## src/verilog/reset_sequencer_consts.svh

```systemverilog
/*
 * Sequencer constants: offsets, fields, reset values, cycle counts.
 * Assumes inclusion by bare name.
 */
`ifndef RESET_SEQUENCER_CONSTS_SVH
`define RESET_SEQUENCER_CONSTS_SVH

// register offsets on the plain register port
`define OFS_INT_FLAGS_1    3'h0
`define OFS_INT_FLAGS_2    3'h1
`define OFS_INT_FLAGS_3    3'h2
`define OFS_INT_FLAGS_4    3'h3
`define OFS_RESET_CAUSE    3'h4

// reset cause register fields
`define CAUSE_LVD_BIT      1
`define CAUSE_MONITOR_BIT  2
`define CAUSE_ILLADDR_BIT  3
`define CAUSE_ILLOP_BIT    4
`define CAUSE_WATCHDOG_BIT 5
`define CAUSE_PIN_BIT      6
`define CAUSE_POWERON_BIT  7
`define CAUSE_RESET_VALUE  8'h80

// timing in oscillator clock cycles
`define SHORT_CYCLES       32
`define LONG_CYCLES        4096

// pending flags that read zero (flags 17 to 20, bit 0 is flag 1)
`define RESERVED_FLAGS     24'h0f0000
`define NO_REQUEST         5'h00

`endif

```

## src/verilog/reset_sequencer_pkg.sv

```systemverilog
/*
 * Types of the sequencer design files.
 * Assumes nothing beyond a SystemVerilog compiler.
 */
package reset_sequencer_pkg;

    // sequencer states
    typedef enum logic [2:0] {
        SEQ_RUN, SEQ_SUPPLY_WAIT, SEQ_LONG_HOLD, SEQ_PIN_LOW, SEQ_CPU_HOLD, SEQ_STOPPED, SEQ_RECOVER
    } seq_state_t;

    // option bits fixed at build time of the part
    typedef struct packed {
        logic watchdogDisable;
        logic stopEnable;
        logic lowVoltagePowerDown;
        logic lowVoltageResetDisable;
        logic shortRecovery;
    } option_t;

    // decoded cpu activity, one cycle pulses except interruptMask
    typedef struct packed {
        logic illegalOpcode;
        logic stopExecuted;
        logic opcodeFetch;
        logic fetchUnmapped;
        logic instructionDone;
        logic softwareInterrupt;
        logic interruptMask;
        logic vectorServiced;
    } cpu_event_t;

    // arbitration result handed to the cpu
    typedef struct packed {
        logic       valid;
        logic       software;
        logic [4:0] flagIndex;
        logic       stackDecrementedPc;
    } grant_t;

endpackage

```

## src/verilog/stabilization_counter.sv

```systemverilog
/*
 * Free running counter with synchronous clear and wrap pulse.
 * Assumes the oscillator clock.
 */
`timescale 1ns/1ps
module stabilization_counter #(
    parameter int WIDTH = 12
) (
    // clock and reset
    input  wire logic             clk,
    input  wire logic             reset,
    // control
    input  wire logic             clear,
    // status
    output logic [WIDTH-1:0]      count,
    output logic                  overflow
);

    logic [WIDTH-1:0] count_q;

    // counts every cycle; clear wins so recovery timing starts from zero
    always_ff @(posedge clk) begin
        if (reset || clear) begin
            count_q <= '0;
        end else begin
            count_q <= count_q + 1'b1;
        end
    end

    // wrap pulse from the register, one cycle long
    always_ff @(posedge clk) begin
        if (reset || clear) begin
            overflow <= 1'b0;
        end else begin
            overflow <= &count_q;
        end
    end

    assign count = count_q;

endmodule // stabilization_counter

```

## src/verilog/interrupt_arbiter.sv

```systemverilog
/*
 * Fixed priority latch: software first, then flag 1 to 24.
 * Assumes requests held as levels until serviced.
 */
`timescale 1ns/1ps
`include "reset_sequencer_consts.svh"
module interrupt_arbiter
    import reset_sequencer_pkg::*;
#(
    parameter int SOURCES = 24
) (
    // clock and reset
    input  wire logic               clk,
    input  wire logic               reset,
    // flush on internal reset
    input  wire logic               flush,
    // requests and enables, bit 0 is flag 1
    input  wire logic [SOURCES-1:0] requests,
    input  wire logic [SOURCES-1:0] enables,
    // cpu activity
    input  wire cpu_event_t         cpuEvent,
    // result
    output grant_t                  grant
);

    // lowest index wins; index 0 means none
    function automatic logic [4:0] first_set(input logic [SOURCES-1:0] v);
        logic [4:0] idx;
        idx = `NO_REQUEST;
        for (int i = SOURCES - 1; i >= 0; i--) begin
            if (v[i]) begin
                idx = 5'(i + 1);
            end
        end
        return idx;
    endfunction

    logic [SOURCES-1:0] eligible;
    logic [4:0]         winner;

    // reserved positions never compete
    assign eligible = requests & enables & ~SOURCES'(`RESERVED_FLAGS);
    assign winner   = first_set(eligible);

    // latched until serviced, so a later higher request cannot take over
    always_ff @(posedge clk) begin
        if (reset || flush) begin
            grant <= '0;
        end else if (grant.valid) begin
            if (cpuEvent.vectorServiced) begin
                grant <= '0;
            end
        end else if (cpuEvent.instructionDone) begin
            if (cpuEvent.softwareInterrupt) begin
                grant <= '{valid: 1'b1, software: 1'b1, flagIndex: `NO_REQUEST,
                           stackDecrementedPc: 1'b0};
            end else if (!cpuEvent.interruptMask && winner != `NO_REQUEST) begin
                grant <= '{valid: 1'b1, software: 1'b0, flagIndex: winner,
                           stackDecrementedPc: 1'b1};
            end
        end
    end

endmodule // interrupt_arbiter

```

## src/verilog/reset_and_interrupt_sequencer.sv

```systemverilog
/*
 * Reset and interrupt sequencer: reset sources, cause flags, reset pin,
 * stabilization timing for power-on and stop recovery,
 * fixed priority interrupt latch and read-only flags.
 * Assumes inputs synchronous to clk (oscillator clock) and a cpu
 * that stacks and fetches the vector it is granted.
 */
// The placing of the registers and strobed register access were decided locally.
`timescale 1ns/1ps
`include "reset_sequencer_consts.svh"
module reset_and_interrupt_sequencer
    import reset_sequencer_pkg::*;
#(
    parameter int COUNTER_WIDTH = 12,
    parameter int SOURCES       = 24,
    parameter int LONG_DELAY    = `LONG_CYCLES,
    parameter int SHORT_DELAY   = `SHORT_CYCLES
) (
    // clock and reset
    input  wire logic               clk,
    input  wire logic               reset,
    // register port
    input  wire logic [2:0]         regAddr,
    input  wire logic [7:0]         regWriteData,
    input  wire logic               regWrite,
    input  wire logic               regRead,
    output logic [7:0]              regReadData,
    // option bits
    input  wire option_t            options,
    // reset sources
    input  wire logic               powerOnReset,
    input  wire logic               watchdogOverflow,
    input  wire logic               lowVoltageDetect,
    input  wire logic               forcedMonitorEntry,
    // watchdog disable conditions
    input  wire logic               monitorMode,
    input  wire logic               breakState,
    input  wire logic               resetPinAtTestVoltage,
    input  wire logic               irqPinAtTestVoltage,
    // stop wakeup from interrupt or break
    input  wire logic               stopWake,
    // cpu side
    input  wire cpu_event_t         cpuEvent,
    input  wire logic [SOURCES-1:0] interruptRequests,
    input  wire logic [SOURCES-1:0] interruptEnables,
    output grant_t                  grant,
    output logic                    cpuResetHold,
    output logic                    busClockEnable,
    output logic                    clockGeneratorEnable,
    output logic                    stackIndexHigh,
    // watchdog side
    output logic                    watchdogEnable,
    output logic                    watchdogClockTick,
    // open drain reset pin
    output logic                    resetPinOut,
    output logic                    resetPinOe
);

    ////////////////////////////////////////////////////////////////////////////////////
    // declarations

    localparam logic [COUNTER_WIDTH-1:0] LongLast  = COUNTER_WIDTH'(LONG_DELAY - 1);
    localparam logic [COUNTER_WIDTH-1:0] ShortLast = COUNTER_WIDTH'(SHORT_DELAY - 1);

    seq_state_t               state_q;
    seq_state_t               state_d;
    logic [7:0]               cause_q;
    logic [7:0]               causeSet;
    logic [7:0]               regReadData_q;
    logic                     clockGeneratorEnable_q;
    logic [COUNTER_WIDTH-1:0] count;
    logic                     counterOverflow;
    logic                     counterClear;
    logic                     watchdogReset;
    logic                     illegalOpReset;
    logic                     illegalAddrReset;
    logic                     lowVoltageReset;
    logic                     shortReset;
    logic                     inResetState;
    logic [31:0]              flagWord;

    // register decode used by the clearing read of the reset cause register
    function automatic logic is_addr(input logic [2:0] a, input logic [2:0] ofs);
        return a == ofs;
    endfunction

    ////////////////////////////////////////////////////////////////////////////////////
    // reset source qualification

    // test voltage on pins switches the watchdog off for debugging
    assign watchdogEnable = !options.watchdogDisable
                          && !(monitorMode && (resetPinAtTestVoltage || irqPinAtTestVoltage))
                          && !(breakState && resetPinAtTestVoltage);

    assign watchdogReset    = watchdogOverflow && watchdogEnable;
    assign illegalOpReset   = cpuEvent.illegalOpcode
                            || (cpuEvent.stopExecuted && !options.stopEnable);
    // data accesses never qualify, only opcode fetches
    assign illegalAddrReset = cpuEvent.opcodeFetch && cpuEvent.fetchUnmapped;
    assign lowVoltageReset  = lowVoltageDetect && !options.lowVoltagePowerDown
                            && !options.lowVoltageResetDisable;

    // sources using the short pin pulse
    assign shortReset = watchdogReset || illegalOpReset || illegalAddrReset
                      || forcedMonitorEntry;

    assign inResetState = state_q == SEQ_SUPPLY_WAIT || state_q == SEQ_LONG_HOLD
                        || state_q == SEQ_PIN_LOW || state_q == SEQ_CPU_HOLD;

    ////////////////////////////////////////////////////////////////////////////////////
    // sequencer next state

    // power loss outranks everything; short sources start the pin pulse from run, stop, recovery or cpu hold
    always_comb begin
        state_d = state_q;
        if (powerOnReset || lowVoltageReset) begin
            state_d = SEQ_SUPPLY_WAIT;
        end else if (shortReset && state_q != SEQ_SUPPLY_WAIT && state_q != SEQ_LONG_HOLD) begin
            state_d = SEQ_PIN_LOW;
        end else begin
            case (state_q)
                SEQ_RUN: begin
                    if (cpuEvent.stopExecuted && options.stopEnable) begin
                        state_d = SEQ_STOPPED;
                    end
                end
                SEQ_SUPPLY_WAIT: begin
                    state_d = SEQ_LONG_HOLD;
                end
                SEQ_LONG_HOLD: begin
                    if (count == LongLast) begin
                        state_d = SEQ_PIN_LOW;
                    end
                end
                SEQ_PIN_LOW: begin
                    if (count == ShortLast) begin
                        state_d = SEQ_CPU_HOLD;
                    end
                end
                SEQ_CPU_HOLD: begin
                    if (count == ShortLast) begin
                        state_d = SEQ_RUN;
                    end
                end
                SEQ_STOPPED: begin
                    if (stopWake) begin
                        state_d = SEQ_RECOVER;
                    end
                end
                SEQ_RECOVER: begin
                    if (count == (options.shortRecovery ? ShortLast : LongLast)) begin
                        state_d = SEQ_RUN;
                    end
                end
                default: begin
                    state_d = SEQ_SUPPLY_WAIT;
                end
            endcase
        end
    end

    // state register; reset acts like a power-on so the long hold runs first
    always_ff @(posedge clk) begin
        if (reset) begin
            state_q <= SEQ_SUPPLY_WAIT;
        end else begin
            state_q <= state_d;
        end
    end

    ////////////////////////////////////////////////////////////////////////////////////
    // stabilization counter

    // cleared on phase change so each phase counts from zero;
    // held while stopped or supply low
    assign counterClear = state_d != state_q
                        || state_q == SEQ_STOPPED
                        || lowVoltageReset;

    stabilization_counter #(
        .WIDTH    (COUNTER_WIDTH)
    ) u_counter (
        .clk      (clk),
        .reset    (reset),
        .clear    (counterClear),
        .count    (count),
        .overflow (counterOverflow)
    );

    // wrap of the counter is the watchdog prescaler output
    assign watchdogClockTick = counterOverflow;

    ////////////////////////////////////////////////////////////////////////////////////
    // reset cause register

    always_comb begin
        causeSet                      = 8'h00;
        causeSet[`CAUSE_WATCHDOG_BIT] = watchdogReset;
        causeSet[`CAUSE_ILLOP_BIT]    = illegalOpReset;
        causeSet[`CAUSE_ILLADDR_BIT]  = illegalAddrReset;
        causeSet[`CAUSE_MONITOR_BIT]  = forcedMonitorEntry;
        causeSet[`CAUSE_LVD_BIT]      = lowVoltageReset;
    end

    // a new cause in the cycle of the clearing read survives the read
    always_ff @(posedge clk) begin
        if (reset || powerOnReset) begin
            cause_q <= `CAUSE_RESET_VALUE;
        end else if (regRead && is_addr(regAddr, `OFS_RESET_CAUSE)) begin
            cause_q <= causeSet;
        end else begin
            cause_q <= cause_q | causeSet;
        end
    end

    ////////////////////////////////////////////////////////////////////////////////////
    // register read path

    // pending flags mirror the request lines; unused bits and reserved flags read zero
    assign flagWord = {6'h00, interruptRequests & ~SOURCES'(`RESERVED_FLAGS), 2'h0};

    // read data stand in the cycle after the strobe only; writes change nothing
    always_ff @(posedge clk) begin
        if (reset || !regRead) begin
            regReadData_q <= 8'h00;
        end else begin
            case (regAddr)
                `OFS_INT_FLAGS_1: regReadData_q <= flagWord[7:0];
                `OFS_INT_FLAGS_2: regReadData_q <= flagWord[15:8];
                `OFS_INT_FLAGS_3: regReadData_q <= flagWord[23:16];
                `OFS_INT_FLAGS_4: regReadData_q <= flagWord[31:24];
                `OFS_RESET_CAUSE: regReadData_q <= cause_q;
                default:          regReadData_q <= 8'h00;
            endcase
        end
    end

    assign regReadData = regReadData_q;  // regWrite and regWriteData unused

    ////////////////////////////////////////////////////////////////////////////////////
    // interrupt latch

    // flushed by every internal reset so no stale vector survives it
    interrupt_arbiter #(
        .SOURCES   (SOURCES)
    ) u_arbiter (
        .clk       (clk),
        .reset     (reset),
        .flush     (inResetState),
        .requests  (interruptRequests),
        .enables   (interruptEnables),
        .cpuEvent  (cpuEvent),
        .grant     (grant)
    );

    // index high register is never part of the hardware stack frame
    assign stackIndexHigh = 1'b0;

    ////////////////////////////////////////////////////////////////////////////////////
    // clock and pin outputs

    // clock generator comes up once the sequencer has left its own reset
    always_ff @(posedge clk) begin
        if (reset) begin
            clockGeneratorEnable_q <= 1'b0;
        end else begin
            clockGeneratorEnable_q <= 1'b1;
        end
    end

    assign clockGeneratorEnable = clockGeneratorEnable_q;

    // pin pulled low through the long hold and the short pulse; never driven high
    assign resetPinOut    = 1'b0;
    assign resetPinOe     = state_q == SEQ_SUPPLY_WAIT || state_q == SEQ_LONG_HOLD
                          || state_q == SEQ_PIN_LOW;
    assign cpuResetHold   = inResetState;
    // cpu stacking and masking happen only while bus clocks run
    assign busClockEnable = state_q == SEQ_RUN;

endmodule // reset_and_interrupt_sequencer

```

## config.mk

```make
export PLATFORM = sky130hd
export DESIGN_NAME = reset_and_interrupt_sequencer
export DESIGN_NICKNAME = d
export VERILOG_FILES = /design/src/verilog/reset_sequencer_pkg.sv /design/src/verilog/stabilization_counter.sv /design/src/verilog/interrupt_arbiter.sv /design/src/verilog/reset_and_interrupt_sequencer.sv
export VERILOG_INCLUDE_DIRS = /design/src /design/src/verilog
export SDC_FILE = /design/constraint.sdc
export NUM_CORES = 1
export LEC_CHECK = 0
export BUFFER_PORTS_ARGS = -buffer_cell sky130_fd_sc_hd__buf_2
export CORE_MARGIN = 1.5
export CORE_UTILIZATION = 47
export DETAILED_ROUTE_END_ITERATION = 6
export HOLD_SLACK_MARGIN = 0.05
export PLACE_DENSITY_LB_ADDON = 0.12
export SLEW_MARGIN = 20
export SYNTH_ARGS = -nofsm -noshare
export SYNTH_HDL_FRONTEND = slang
export SYNTH_SLANG_ARGS = --single-unit
```

## constraint.sdc

```tcl
create_clock -name clk -period 2.7 [get_ports clk]
set_clock_uncertainty 0.1 [all_clocks]
set_input_delay 0.405 -clock clk [delete_from_list [all_inputs] [get_ports clk]]
set_output_delay 0.405 -clock clk [all_outputs]
set_load 0.005 [all_outputs]
```

==> metrics.yaml <==
floorplan:
  fp.dieArea_um2: 5505
  die_h_um: 74.20
  die_x_um: 74.20
  top_level_ports: 109
  fp-row-count: 25
  core_um2: 4817
  start_util_pct: 49.45
timing:
  setup_ws_ns: 0.2657
  max_freq_mhz: 410.8
  post-route-period-util_pct: 90.16
  hold_violations: 0
  worst_pin_slew_ns: 0.5248
  slew_violations: 0
  rsz0062_at_grt: "false"
  finalSetupTns_ns: 0
  min_period_ns: 2.434
  timing.hold.ws_ns: 0.2188
  timing.slew.headroom_pct: 64.96
  setup_violations: 0
logic_synthesis:
  synth_edf_count: 0
  syn_avg_cell_area_um2: 8.301
  synth_flop_cell: "dfxtp_1"
  ys_seq_elements: 39
  synth_compound_area_share_pct: 23.11
  async_flop_share_pct: 0
  synth_top_family_by_area: "simple AND/OR/NAND/NOR gates"
  ys_warn_count: 0
  synthCells: 287
  synthAdderAreaFrac_pct: 0.5252
  ys_seq_area_share_pct: 32.77
  synth_xor_xnor_area_share_pct: 4.727
  syn_area_um2: 2382
  synth_cell_types: 64
  synth.area.mux_share_pct: 3.834
  synth-simple-area-share_pct: 30.93
global_routing:
  grtUsageTotal_pct: 22.83
  antenna_found_initial: 0
  grt_max_degree: 14
  grt_pass1_vias: 2146
  grt_pass1_wl_mm: 9.742
  grt_overflow_total: 0
cts:
  clk_latency_ns: 0.29
  clk_pin_slew_ns: 0.08
  clockBufferDepth: 2
  cts_root_buffer: "clkbuf_8"
  postCtsSetupBuffers: 0
  cts-buffers-inserted: 5
  cts_tree: "yes"
  cts.htree.levels: 2
  cts_repair_resize_count: 0
  cts_sinks: 39
  holdBufCountCts: 0
outcome:
  status: "finished, final reports clean"
run:
  max-cap-violations: 0
power_and_ir_drop:
  p_leak_nw: 1.294
  peakVddDrop_v: 0.0003732
  power_density_nw_per_um2: 470.0
  p_total_mw: 1.419
setup_path:
  cp.arrival_ns: 2.55
  critPathLaunchType: "flip-flop"
  worst_path_most_repeated_cell: "nor3_1"
  critical_path_class: "flip-flop to flip-flop"
  critPathMaxFanout: 13
  required_ns: 2.82
  crit_path_end_kind: "flip-flop"
  path_cells: "ha_1 > and4_1 > nand4_1 > a211oi_2 > nor3_1 > a2111oi_4 > nand4_2 > buf_4 > nor3_1"
  slowest_stage: "dfxtp_1"
  critical_path.max_stage_delay_ns: 0.38
placed_design:
  numPortBuffers: 89
  pre_cts_ws_ns: 0.2133
  gp_congestion: 0.8813
  dp_hpwl_mm: 4.895
routing:
  routedWlPerCell_um: 13.95
  drtAntennaViolNets: 0
  drc: 0
  drt-initial-drc-count: 104
  dr.pass1.iters: 4
  dr_total_vias: 2432
  drt_wl_total_mm: 6.196
  routed_via_density: 5.477
cells_and_area:
  mostFrequentLayoutCell: "buf_2"
  antenna_cells: 0
  area_growth_pct: 26.73
  layout_common_cells: "buf_2 (89), dfxtp_1 (39), nand2_1 (36), nor2_1 (33), a21oi_1 (19)"
  num-nets-final: 462
  drive_gt1_share_pct: 32.63
worst_hold_path:
  holdCritPathClass: "primary input to flip-flop"
worst max-delay path, delay by kind of cell (launching register included):
family                   cells  cell delay (ns)
flip-flops                   1             0.38
buffers and inverters        1             0.21
adder cells (fa/ha/maj)      1             0.22
AND/OR/NAND/NOR              5             0.89
AO/OA/AOI/OAI                2             0.57
per-stage QoR:
stage | instance area, um^2 | util, % | std cells
2_1_floorplan | 2386 | - | 288
3_3_place_gp | 2887 | 59.92 | 436
3_5_place_dp | 2887 | 59.92 | 436
4_1_cts | 3019 | 62.68 | 444
5_1_grt | 3019 | 62.68 | 444
6_report | 3019 | 62.68 | 444
sequential cells by signal, indices dropped and copies added (netlist names):
name,cells
u_counter.overflow,1
cause_q,6
u_arbiter.grant,8
clockGeneratorEnable,1
state_q,3
regReadData,8
u_counter.count,12
cell type report:
class	instances	area (um^2)
tap	67	83.83
multi-input combinational	231	1511
timing repair buffer	93	488.0
clock buffer	6	72.57
inverter	6	22.52
clock inverter	2	60.06
fill	464	1798
sequential	39	780.7
synthesized netlist by cell type (2+ instances only):
master     n  area [um^2]
a22oi_1   12        90.09
a211o_1    2        17.52
a32oi_1    2        17.52
o21ai_0    4        20.02
nand2b_1   3        18.77
nor2b_1    4        25.02
and4_1     4        35.03
or2_1      2        12.51
a22o_1     4        35.03
nand2_1   36        135.1
dfxtp_1   39        780.8
buf_2      3        15.01
nand4_1    7        43.79
xor2_1     8        70.07
nor3_1    11        55.05
and2_1     2        12.51
o311ai_1   2        17.52
a32o_1     2        20.02
nand3b_1   2        15.01
a222oi_1   2        20.02
and3_1     3        18.77
buf_4      4        30.03
clkbuf_1   3        11.26
nor3_2     9        90.09
a21oi_1   19        95.09
nor2_1    33        123.9
o21ai_1    2        10.01
xnor2_1    3        26.28
mux2i_1    8        80.08
inv_1      5        18.77
a211oi_1   2        15.01
a21o_1     2        15.01
or3_1      3        18.77
nand3_1   10        50.05
logic make-up (layout without fill, tap and decap cells):
logic type / after synthesis / count (layout)
adders and majority gates: 1 / 1
AOI/OAI and AO/OA: 70 / 70
and+or+nand+nor: 137 / 137
muxes: 9 / 9
xor gates and xnor gates: 12 / 12
buffers and inverters: 18 / 107
other: 1 / 2
DFF: 39 / 39
layer usage:
layer  routed length [um]  global-route usage, %  up-vias
met4                   77                  7.202        0
met3                  401                  5.014        9
met1                 2799                  28.32     1095
met5                    0                      0        -
met2                 2916                  39.29       82
li1                     -                      -     1246
power by group:
group / total (mW) / internal [mW] / switching (mW)
Sequential: 0.598 / 0.586 / 0.0115
Clock: 0.580 / 0.369 / 0.210
Combinational: 0.242 / 0.110 / 0.131
final timing paths:
| check | start | end | slack [ns] | cells after the start |
|---|---|---|---|---|
| hold reg to reg | u_arbiter.grant[0] | u_arbiter.grant[0] | 0.35 | 2 |
| setup / recovery | u_counter.count[0] | u_counter.count[3] | 0.27 | 9 |
| setup reg to reg | u_counter.count[0] | u_counter.count[3] | 0.27 | 9 |
| hold / removal | reset | state_q[2] | 0.22 | 2 |
No activity file was read; power rests on OpenSTA's default activity.
